## src/verilog/spu_defs.svh

```systemverilog
// Register map, field positions and rate ratios of the serial port
`ifndef SPU_DEFS_SVH
`define SPU_DEFS_SVH

// Byte addresses on the special-function bus
`define SPU_ADDR_CTRL 8'h98
`define SPU_ADDR_DATA 8'h99
`define SPU_ADDR_FRAC 8'h9D
`define SPU_ADDR_RATE 8'h9E

// Bit addresses of serial_control span 0x98..0x9F
`define SPU_BIT_BASE 8'h98

// Reset values
`define SPU_CTRL_RST 8'h00
`define SPU_DATA_RST 8'h00
`define SPU_FRAC_RST 8'h00
`define SPU_RATE_RST 8'h00

// serial_control fields
`define SPU_RI       0
`define SPU_TI       1
`define SPU_RB8      2
`define SPU_TB8      3
`define SPU_REN      4
`define SPU_SM2      5
`define SPU_MODE_LSB 6
`define SPU_MODE_MSB 7

// baud_rate_control overrun flag
`define SPU_OWE 7

// Mode select encodings
`define SPU_MODE_SHIFT 2'h0
`define SPU_MODE_8V    2'h1
`define SPU_MODE_9F    2'h2
`define SPU_MODE_9V    2'h3

// Rate ratios: shift mode bit = core/12, fixed 9-bit = core/32 or core/16
`define SPU_M0_DIV      12
`define SPU_M0_HALF     (`SPU_M0_DIV / 2)
`define SPU_OS          16
`define SPU_OS_MID      (`SPU_OS / 2)
`define SPU_M2_SLOW_DIV 32
`define SPU_M2_FAST_DIV 16

// Frame sizes
`define SPU_M0_BITS 8
`define SPU_DATA8   8
`define SPU_DATA9   9

`endif

```

## src/verilog/spu_pkg.sv

```systemverilog
// Types shared by the serial port modules
`default_nettype none
package spu_pkg;

  // Asynchronous receiver states
  typedef enum logic [1:0] {
    SPU_RX_IDLE,
    SPU_RX_START,
    SPU_RX_BITS
  } spu_rx_st_t;

  // Rate generator state
  typedef struct packed {
    logic [3:0] cnt;
    logic       os;
    logic       half;
  } spu_rate_st_t;

  // Serial port state
  typedef struct packed {
    logic [7:0]  ctrl;
    logic [7:0]  rxhold;
    logic [7:0]  frac;
    logic [7:0]  rate;
    logic [7:0]  rdata;
    logic        bit_rdata;
    logic        tx_busy;
    logic        tx_m0;
    logic        tx_m0rx;
    logic        tx_ph;
    logic [10:0] tx_sh;
    logic [3:0]  tx_left;
    logic [3:0]  tx_os;
    spu_rx_st_t  rx_st;
    logic [8:0]  rx_sh;
    logic [3:0]  rx_cnt;
    logic [3:0]  rx_os;
    logic [1:0]  rsync;
    logic        rprev;
    logic        push;
    logic [8:0]  push_data;
    logic        txd;
    logic        rxd_o;
    logic        rxd_oe;
  } spu_core_st_t;

endpackage
`default_nettype wire

```

## src/verilog/spu_core.sv

```systemverilog
// Serial port: control, data buffer, shift-register and UART engines
//
// Notes on behaviour
// - Mode 00: synchronous shift register at core clock divided by twelve.
// - Mode 01: eight-bit asynchronous link, rate from the core timer tick.
// - Mode 10: nine-bit asynchronous link at core clock over 32 or 16.
// - Mode 11: nine-bit asynchronous link, rate from the core timer tick.
// - Mode 01 with filter on: receive flag only after a valid stop bit.
// - Nine-bit modes with filter on: no receive flag when ninth bit is 0.
// - Reception starts only while receive enable is set; clearing it stops only the asynchronous receiver.
// - Nine-bit modes send the transmit ninth bit as ninth data bit.
// - Nine-bit modes latch the received ninth bit into its status bit.
// - Mode 01 stores the received stop bit in that status bit.
// - Transmit flag: end of eighth bit in shift mode, stop start else.
// - Receive flag: end of eighth bit, or mid stop bit; software clears.
// - Control bits reachable singly at bit addresses 0x98 to 0x9F.
// - Data buffer resets to zero and is byte access only.
// - Writing data loads transmitter; reading returns separate receive byte.
// - Received bytes are buffered while the next one arrives.
// - New character while receive flag set raises overrun; write 0 clears.
`timescale 1ns/1ns
`default_nettype none
`include "spu_defs.svh"
module spu_core #(
  parameter int unsigned RXQ_DEPTH = 2
) (
  // Clock and reset
  input  wire logic       clock,
  input  wire logic       sys_rst,
  // Special-function byte port
  input  wire logic [7:0] sfr_addr,
  input  wire logic       sfr_wr,
  input  wire logic       sfr_rd,
  input  wire logic [7:0] sfr_wdata,
  output logic [7:0]      sfr_rdata,
  // Bit-addressable port
  input  wire logic [7:0] bit_addr,
  input  wire logic       bit_wr,
  input  wire logic       bit_rd,
  input  wire logic       bit_wdata,
  output logic            bit_rdata,
  // Rate sources
  input  wire logic       ext_os_tick,
  input  wire logic       double_rate,
  // Serial pins
  input  wire logic       rxd_in,
  output logic            rxd_out,
  output logic            rxd_oe,
  output logic            txd_out
);
  import spu_pkg::*;

  if (RXQ_DEPTH < 2) begin : g_chk
    $error("spu_core needs RXQ_DEPTH >= 2");
  end

  spu_core_st_t q;
  spu_core_st_t d;

  logic [1:0] mode;
  logic       rs;
  logic       os_tick;
  logic       half_tick;
  logic       buf_in_ready;
  logic       buf_out_valid;
  logic [8:0] buf_data;
  logic       fire;
  logic       ti_set;
  logic       push_new;
  logic       owe_set;
  logic       wr_ctrl;
  logic       bhit;
  logic       sw_ctrl_wr;
  logic       tx_go;
  logic       m0_rx_go;
  logic [7:0] ctrl_n;
  logic [8:0] new_data;
  logic       new_ok;

  // Data bits per frame for the current mode
  function automatic logic [3:0] data_bits(input logic [1:0] m);
    data_bits = (m == `SPU_MODE_8V) ? 4'(`SPU_DATA8) : 4'(`SPU_DATA9);
  endfunction

  // Bit address lands inside serial_control
  function automatic logic bit_hit(input logic [7:0] a);
    bit_hit = (a[7:3] == 5'(`SPU_BIT_BASE >> 3));
  endfunction

  assign mode = q.ctrl[`SPU_MODE_MSB:`SPU_MODE_LSB];
  assign rs = q.rsync[1];

  spu_rate_gen u_rate (
    .clock       (clock),
    .sys_rst     (sys_rst),
    .mode        (mode),
    .double_rate (double_rate),
    .ext_os_tick (ext_os_tick),
    .os_tick     (os_tick),
    .half_tick   (half_tick)
  );

  // Receive buffer drains only while the receive flag is clear
  spu_rx_buf #(.W(9), .DEPTH(RXQ_DEPTH)) u_rxq (
    .clock     (clock),
    .sys_rst   (sys_rst),
    .in_valid  (q.push),
    .in_ready  (buf_in_ready),
    .in_data   (q.push_data),
    .out_valid (buf_out_valid),
    .out_ready (!q.ctrl[`SPU_RI]),
    .out_data  (buf_data)
  );

  // Next-state logic for the whole port
  always_comb begin
    d = q;
    ti_set = 1'b0;
    push_new = 1'b0;
    owe_set = 1'b0;
    new_data = 9'h000;
    new_ok = 1'b0;
    fire = buf_out_valid && !q.ctrl[`SPU_RI];
    wr_ctrl = sfr_wr && (sfr_addr == `SPU_ADDR_CTRL);
    bhit = bit_hit(bit_addr);
    sw_ctrl_wr = wr_ctrl || (bit_wr && bhit);
    tx_go = sfr_wr && (sfr_addr == `SPU_ADDR_DATA) && !q.tx_busy;
    m0_rx_go = (mode == `SPU_MODE_SHIFT) && q.ctrl[`SPU_REN] && !q.ctrl[`SPU_RI]
               && !q.tx_busy && !tx_go && buf_in_ready && !q.push;

    // Pin synchroniser, second stage feeds all logic
    d.rsync = {q.rsync[0], rxd_in};
    d.rprev = q.rsync[1];

    // Pending push leaves once the buffer takes it
    if (q.push && buf_in_ready) begin
      d.push = 1'b0;
    end

    // Transmit load; the shift mode also clocks reception
    if (tx_go) begin
      d.tx_busy = 1'b1;
      d.tx_os = 4'h0;
      if (mode == `SPU_MODE_SHIFT) begin
        d.tx_m0 = 1'b1;
        d.tx_m0rx = 1'b0;
        d.tx_ph = 1'b0;
        d.tx_sh = {3'h7, sfr_wdata};
        d.tx_left = 4'(`SPU_M0_BITS);
        d.rxd_o = sfr_wdata[0];
        d.rxd_oe = 1'b1;
      end else begin
        d.tx_m0 = 1'b0;
        d.tx_sh = {1'b1, (mode == `SPU_MODE_8V) ? 1'b1 : q.ctrl[`SPU_TB8],
                   sfr_wdata, 1'b0};
        d.tx_left = data_bits(mode) + 4'h2;
        d.txd = 1'b0;
      end
    end else if (m0_rx_go) begin
      d.tx_busy = 1'b1;
      d.tx_m0 = 1'b1;
      d.tx_m0rx = 1'b1;
      d.tx_ph = 1'b0;
      d.tx_left = 4'(`SPU_M0_BITS);
      d.rxd_oe = 1'b0;
    end else if (q.tx_busy && q.tx_m0 && half_tick) begin
      // Shift mode: clock low half drives data, rising half samples
      if (!q.tx_ph) begin
        d.txd = 1'b0;
        d.tx_ph = 1'b1;
        if (!q.tx_m0rx) begin
          d.rxd_o = q.tx_sh[0];
        end
      end else begin
        d.txd = 1'b1;
        d.tx_ph = 1'b0;
        d.tx_left = q.tx_left - 4'h1;
        if (q.tx_m0rx) begin
          d.rx_sh[7:0] = {rs, q.rx_sh[7:1]};
        end else begin
          d.tx_sh = {1'b1, q.tx_sh[10:1]};
        end
        if (q.tx_left == 4'h1) begin
          d.tx_busy = 1'b0;
          d.tx_m0 = 1'b0;
          d.rxd_oe = 1'b0;
          if (q.tx_m0rx) begin
            push_new = 1'b1;
            new_ok = 1'b1;
            new_data = {q.ctrl[`SPU_RB8], rs, q.rx_sh[7:1]};
          end else begin
            ti_set = 1'b1;
          end
        end
      end
    end else if (q.tx_busy && !q.tx_m0 && os_tick) begin
      // Asynchronous transmit, sixteen ticks per bit
      d.tx_os = q.tx_os + 4'h1;
      if (q.tx_os == 4'(`SPU_OS - 1)) begin
        d.tx_os = 4'h0;
        if (q.tx_left == 4'h1) begin
          d.tx_busy = 1'b0;
        end else begin
          d.tx_sh = {1'b1, q.tx_sh[10:1]};
          d.txd = q.tx_sh[1];
          d.tx_left = q.tx_left - 4'h1;
          if (q.tx_left == 4'h2) begin
            ti_set = 1'b1;
          end
        end
      end
    end

    // Asynchronous receiver, samples at bit centres
    unique case (q.rx_st)
      SPU_RX_IDLE: begin
        if (mode != `SPU_MODE_SHIFT && q.ctrl[`SPU_REN] && q.rprev && !rs
            && buf_in_ready && !q.push) begin
          d.rx_st = SPU_RX_START;
          d.rx_os = 4'h0;
        end
      end
      SPU_RX_START: begin
        if (os_tick) begin
          d.rx_os = q.rx_os + 4'h1;
          if (q.rx_os == 4'(`SPU_OS_MID - 1)) begin
            d.rx_os = 4'h0;
            d.rx_cnt = 4'h0;
            // A glitch shorter than half a bit is not a start
            d.rx_st = rs ? SPU_RX_IDLE : SPU_RX_BITS;
          end
        end
      end
      SPU_RX_BITS: begin
        if (os_tick) begin
          d.rx_os = q.rx_os + 4'h1;
          if (q.rx_os == 4'(`SPU_OS - 1)) begin
            d.rx_os = 4'h0;
            if (q.rx_cnt == data_bits(mode)) begin
              d.rx_st = SPU_RX_IDLE;
              push_new = 1'b1;
              if (mode == `SPU_MODE_8V) begin
                new_data = {rs, q.rx_sh[8:1]};
                new_ok = !q.ctrl[`SPU_SM2] || rs;
              end else begin
                new_data = q.rx_sh;
                new_ok = !q.ctrl[`SPU_SM2] || q.rx_sh[8];
              end
            end else begin
              d.rx_sh = {rs, q.rx_sh[8:1]};
              d.rx_cnt = q.rx_cnt + 4'h1;
            end
          end
        end
      end
      default: d.rx_st = SPU_RX_IDLE;
    endcase
    if (!q.ctrl[`SPU_REN] || mode == `SPU_MODE_SHIFT) begin
      d.rx_st = SPU_RX_IDLE;
    end

    // Completed character goes to the receive buffer
    if (push_new && new_ok) begin
      d.push = 1'b1;
      d.push_data = new_data;
      owe_set = q.ctrl[`SPU_RI];
    end

    // Control register: software first, hardware sets win
    ctrl_n = q.ctrl;
    if (wr_ctrl) begin
      ctrl_n = sfr_wdata;
    end
    if (bit_wr && bhit) begin
      ctrl_n[bit_addr[2:0]] = bit_wdata;
    end
    if (fire) begin
      ctrl_n[`SPU_RB8] = buf_data[8];
      ctrl_n[`SPU_RI] = 1'b1;
      d.rxhold = buf_data[7:0];
    end
    if (ti_set) begin
      ctrl_n[`SPU_TI] = 1'b1;
    end
    d.ctrl = ctrl_n;

    // Side registers; overrun clears only by writing 0
    if (sfr_wr && sfr_addr == `SPU_ADDR_FRAC) begin
      d.frac = sfr_wdata;
    end
    if (sfr_wr && sfr_addr == `SPU_ADDR_RATE) begin
      d.rate = sfr_wdata;
      d.rate[`SPU_OWE] = q.rate[`SPU_OWE] & sfr_wdata[`SPU_OWE];
    end
    if (owe_set) begin
      d.rate[`SPU_OWE] = 1'b1;
    end

    // Read data, registered; unmapped addresses read zero
    if (sfr_rd) begin
      unique case (sfr_addr)
        `SPU_ADDR_CTRL: d.rdata = q.ctrl;
        `SPU_ADDR_DATA: d.rdata = q.rxhold;
        `SPU_ADDR_FRAC: d.rdata = q.frac;
        `SPU_ADDR_RATE: d.rdata = q.rate;
        default:        d.rdata = 8'h00;
      endcase
    end
    if (bit_rd) begin
      d.bit_rdata = bhit && q.ctrl[bit_addr[2:0]];
    end
  end

  // State register; line idles high
  always_ff @(posedge clock) begin
    if (sys_rst) begin
      q <= '0;
      q.txd <= 1'b1;
    end else begin
      q <= d;
    end
  end

  assign sfr_rdata = q.rdata;
  assign bit_rdata = q.bit_rdata;
  assign rxd_out = q.rxd_o;
  assign rxd_oe = q.rxd_oe;
  assign txd_out = q.txd;
endmodule // spu_core
`default_nettype wire

```

## src/verilog/spu_rate_gen.sv

```systemverilog
// Bit-rate tick generator for the fixed-rate modes
`timescale 1ns/1ns
`default_nettype none
`include "spu_defs.svh"
module spu_rate_gen (
  // Clock and reset
  input  wire logic       clock,
  input  wire logic       sys_rst,
  // Rate selection
  input  wire logic [1:0] mode,
  input  wire logic       double_rate,
  input  wire logic       ext_os_tick,
  // Ticks
  output logic            os_tick,
  output logic            half_tick
);
  import spu_pkg::*;

  spu_rate_st_t q;
  spu_rate_st_t d;
  logic [3:0]   lim;

  // Divider: half-bit ticks in shift mode, 16x ticks otherwise
  always_comb begin
    d = q;
    d.os = 1'b0;
    d.half = 1'b0;
    lim = double_rate ? 4'(`SPU_M2_FAST_DIV / `SPU_OS - 1)
                      : 4'(`SPU_M2_SLOW_DIV / `SPU_OS - 1);
    if (mode == `SPU_MODE_SHIFT) begin
      if (q.cnt >= 4'(`SPU_M0_HALF - 1)) begin
        d.cnt = 4'h0;
        d.half = 1'b1;
      end else begin
        d.cnt = q.cnt + 4'h1;
      end
    end else if (mode == `SPU_MODE_9F) begin
      if (q.cnt >= lim) begin
        d.cnt = 4'h0;
        d.os = 1'b1;
      end else begin
        d.cnt = q.cnt + 4'h1;
      end
    end else begin
      // Variable rate comes from the core timer
      d.cnt = 4'h0;
      d.os = ext_os_tick;
    end
  end

  always_ff @(posedge clock) begin
    if (sys_rst) begin
      q <= '0;
    end else begin
      q <= d;
    end
  end

  assign os_tick = q.os;
  assign half_tick = q.half;
endmodule // spu_rate_gen
`default_nettype wire

```

## src/verilog/spu_rx_buf.sv

```systemverilog
// Small receive FIFO between the receiver and the data register
`timescale 1ns/1ns
`default_nettype none
module spu_rx_buf #(
  parameter int unsigned W     = 9,
  parameter int unsigned DEPTH = 2
) (
  // Clock and reset
  input  wire logic         clock,
  input  wire logic         sys_rst,
  // Fill side
  input  wire logic         in_valid,
  output logic              in_ready,
  input  wire logic [W-1:0] in_data,
  // Drain side
  output logic              out_valid,
  input  wire logic         out_ready,
  output logic [W-1:0]      out_data
);
  import spu_pkg::*;

  localparam int unsigned AW = (DEPTH > 1) ? $clog2(DEPTH) : 1;
  localparam int unsigned CW = $clog2(DEPTH + 1);

  if (DEPTH < 2 || W < 1) begin : g_chk
    $error("spu_rx_buf needs DEPTH >= 2 and W >= 1");
  end

  typedef struct packed {
    logic [DEPTH-1:0][W-1:0] mem;
    logic [AW-1:0]           wp;
    logic [AW-1:0]           rp;
    logic [CW-1:0]           cnt;
  } spu_buf_st_t;

  spu_buf_st_t q;
  spu_buf_st_t d;
  logic        win;
  logic        rin;

  function automatic logic [AW-1:0] nxt(input logic [AW-1:0] p);
    nxt = (p == AW'(DEPTH - 1)) ? '0 : p + AW'(1);
  endfunction

  assign in_ready = (q.cnt != CW'(DEPTH));
  assign out_valid = (q.cnt != '0);
  assign out_data = q.mem[q.rp];

  // Pointers wrap; count gives honest full and empty
  always_comb begin
    d = q;
    win = in_valid && in_ready;
    rin = out_valid && out_ready;
    if (win) begin
      d.mem[q.wp] = in_data;
      d.wp = nxt(q.wp);
    end
    if (rin) begin
      d.rp = nxt(q.rp);
    end
    d.cnt = q.cnt + CW'(win) - CW'(rin);
  end

  always_ff @(posedge clock) begin
    if (sys_rst) begin
      q <= '0;
    end else begin
      q <= d;
    end
  end

endmodule // spu_rx_buf
`default_nettype wire
```

## config.mk

```make
export PLATFORM = sky130hd
export DESIGN_NAME = spu_core
export DESIGN_NICKNAME = d
export VERILOG_FILES = /design/src/verilog/spu_pkg.sv /design/src/verilog/spu_core.sv /design/src/verilog/spu_rate_gen.sv /design/src/verilog/spu_rx_buf.sv
export VERILOG_INCLUDE_DIRS = /design/src /design/src/verilog
export SDC_FILE = /design/constraint.sdc
export NUM_CORES = 1
export LEC_CHECK = 0
export ABC_AREA = 1
export BUFFER_PORTS_ARGS = -buffer_cell sky130_fd_sc_hd__buf_2
export CAP_MARGIN = 25
export CORE_MARGIN = 10
export CORE_UTILIZATION = 35
export CTS_CLUSTER_SIZE = 30
export DETAILED_ROUTE_END_ITERATION = 12
export GPL_TIMING_DRIVEN = 1
export SYNTH_ARGS = -nofsm -noshare
export SYNTH_HDL_FRONTEND = slang
export SYNTH_SLANG_ARGS = --single-unit
```

## constraint.sdc

```tcl
create_clock -name clock -period 2.18 [get_ports clock]
set_input_delay 0.327 -clock clock [delete_from_list [all_inputs] [get_ports clock]]
set_output_delay 0.327 -clock clock [all_outputs]
set_load 0.005 [all_outputs]
```

==> metrics.txt <==
H-tree level count=4; ranking of synthesized cells by area=dfxtp_1, nand2_1, nand3_1, o21ai_0, a21oi_1; cell with the most instances after synthesis=nand2_1; worst skew pair latency=0.43 ns; CP required=2.49 ns; # rows=50; Gate Count Post-Synth=992; antenna violations before repair=0; fmax=0.522 GHz; first-pass GRT wire length=28500 µm; number of synthesized flops with an enable pin=0; Residual DRC=0; Synth Warn #=0; peak supply drop=0.000368 V; Final Hold Violating Endpoints=0; LEAKAGE=3.43 nW; CTS tree=yes; most frequent CP cell=nand2_1; gpl congestion=0.858; critical-path cell list=inv_2 > nand2_4 > nand2_1 > nand2_1 > nor2_2 > nand2_1 > nand2_4 > nand2_2 > o21ai_0 > inv_1; Layout area overhead=16.2%; hold crit path type=input port to register; share of post-route cells with drive strength above 1=11.3%; total number of vias=6270; Slew @ Worst Pin=0.558 ns; Nets=1084; fin crit share=87.9%; largest net degree at the start of global routing=41; relative slew slack=62.6%; TNS Setup=0 ns; routed len/inst=13.4 µm; Fin Clk Skew=0.00996 ns; Startpoint Class=register; Top Family by Delay on Critical Path=simple AND/OR/NAND/NOR gates; worst-path fanout max=11; Max stage delay on crit path=0.37 ns; final setup margin=0.264 ns; Initial Util=35.5%; final setup vio count=0; Max Cap Violations=0; syn_area_per_cell=6.67 µm²; Crit-path slowest cell=nor2_2; Boundary Pins=46; Iter 0 DRT Violations=539; DIE AREA=0.0248 mm²; Synth Net Count=1042; Die Y=157 µm; clock buffer depth=2; WP buf/inv=2; n_diodes=0; CORE AREA=0.0186 mm²; unrepaired setup endpoints after global routing=false; Die W=157 µm; CTS Root Cell=clkbuf_16; Primary FF master, synth=dfxtp_1; gr usage total=14.1%; Via density=4.90; area leader, netlist=dfxtp_1; commonest cells in the synthesized netlist=nand2_1, dfxtp_1, inv_1, nand3_1, nor2_1; vias in the first global route=5633; Overflow after GRT=0; hpwl dp=12500 µm; asr flop ratio synth=0%; Fill cells=1946; Mapped Area=0.00661 mm²; Final Slew Violations=0; CP endpoint kind=register; hold_sp=bit_rd; CTS Buf Count=17; status=finished clean; PD cells=778 mW/mm²; clock period minus worst slack=1.92 ns; DRT antenna net count=0; flops & latches, synth=127; Setup WS pre-CTS=0.165 ns; hold buffer count at CTS=0; Pre-Repair DR Iteration Count=5; number of port buffers=45; Yosys top cell area share=38.4%; Seq/Total Area, Yosys=38.4%; worst reg2reg startpoint=mode[1]$_SDFF_PP0_; worst setup path start=mode[1]$_SDFF_PP0_; clk sink count=127; crit path kind=register to register; final wirelength=17200 µm; Distinct cells, synth=38; Critical Path AT=2.23 ns; CTS clk-pin slew, worst paths=0.06 ns
cell families (layout without fill, tap and decap cells):
kind of cell | after synthesis | after routing | synth area share (%)
AOI/OAI and AO/OA | 195 | 195 | 15.4
xor gates and xnor gates | 5 | 5 | 0.662
buffers and inverters | 152 | 206 | 9.69
adders and majority gates | 16 | 16 | 3.03
DFF | 127 | 127 | 38.4
and+or+nand+nor | 497 | 497 | 32.7
layer usage:
| metal | global-route usage, % | wire length, µm | vias up |
|---|---|---|---|
| li1 | - | - | 3311 |
| met1 | 18.8 | 8470 | 2804 |
| met2 | 21.8 | 7620 | 140 |
| met3 | 3.41 | 869 | 15 |
| met4 | 4.99 | 230 | 0 |
| met5 | 0 | 0 | - |
area by class of cell:
class / instances / area (µm²) / share of cell area (%)
multi-input combinational: 713 / 3440 / 44.7
sequential: 127 / 2540 / 33.1
clock buffer: 20 / 457 / 5.94
inverter: 110 / 413 / 5.37
timing repair buffer: 65 / 400 / 5.21
tap: 234 / 293 / 3.81
clock inverter: 11 / 140 / 1.82
where the power goes:
group	internal [W]	leakage, nW	switching (W)
Clock	0.00184	0.284	0.00105
Combinational	0.000193	2.12	0.000341
Sequential	0.00244	1.03	0.000111
Total	0.00448	3.43	0.00150
through the flow:
stage | total power [W] | instance area [µm²] | instances | hold WS [ns] | util, %
floorplan | 0.00295 | 6610 | 992 | 0.388 | -
detailed placement | 0.00314 | 7080 | 1249 | 0.409 | 38.0
global route | 0.00625 | 7680 | 1280 | 0.0794 | 41.2
CTS | 0.00603 | 7680 | 1280 | 0.0705 | 41.2
global placement | 0.00314 | 7080 | 1249 | 0.413 | 38.0
finish | 0.00598 | 7680 | 1280 | 0.0864 | 41.2
path summary, 6_finish.rpt:
check                                 to  slack, ns  depth (start not counted)
setup / recovery      q[12]$_SDFFE_PP0P_       0.26                         10
hold / removal    bit_rdata$_SDFFE_PP0P_       0.09                          2
setup reg to reg      q[12]$_SDFFE_PP0P_       0.26                         10
hold reg to reg         d[13]$_SDFF_PP0_       0.40                          2
what timing repair did:
item	CTS	global route
resized for setup	0	3
buffers inserted	0	0
setup endpoints to repair	0	10
cell usage in the layout, fill, tap and decap left out, types with 5 or more instances in the layout:
cell       Yosys  layout
buf_4         11      18
clkbuf_16      0      17
nand2_1      255     254
nor2_1       100      99
buf_2          9      45
dfxtp_1      127     127
nand4_1        7       7
nor3_1         9       9
nand3_1      105     105
ha_1          16      15
a21oi_1       84      84
o21ai_0       90      90
a31oi_1       10      10
nor2_2         4       5
inv_1        108     107
o211ai_1       5       5
worst register-to-register path, delay by kind of cell (launching register included):
kind / cells / cell delay (ns)
compound gates: 1 / 0.20
simple gates: 7 / 1.07
flops: 1 / 0.35
buf+inv: 2 / 0.19
registers in the layout (all words and copies together), names as in the netlist:
signal	cells
u_rate.os_tick	1
u_rxq.q	22
rxd_oe	1
bit_rdata	1
sfr_rdata	8
d	2
u_rate.q	4
q	83
txd_out	1
mode	2
u_rate.half_tick	1
rxd_out	1
Power figures use the tool's default switching activity.
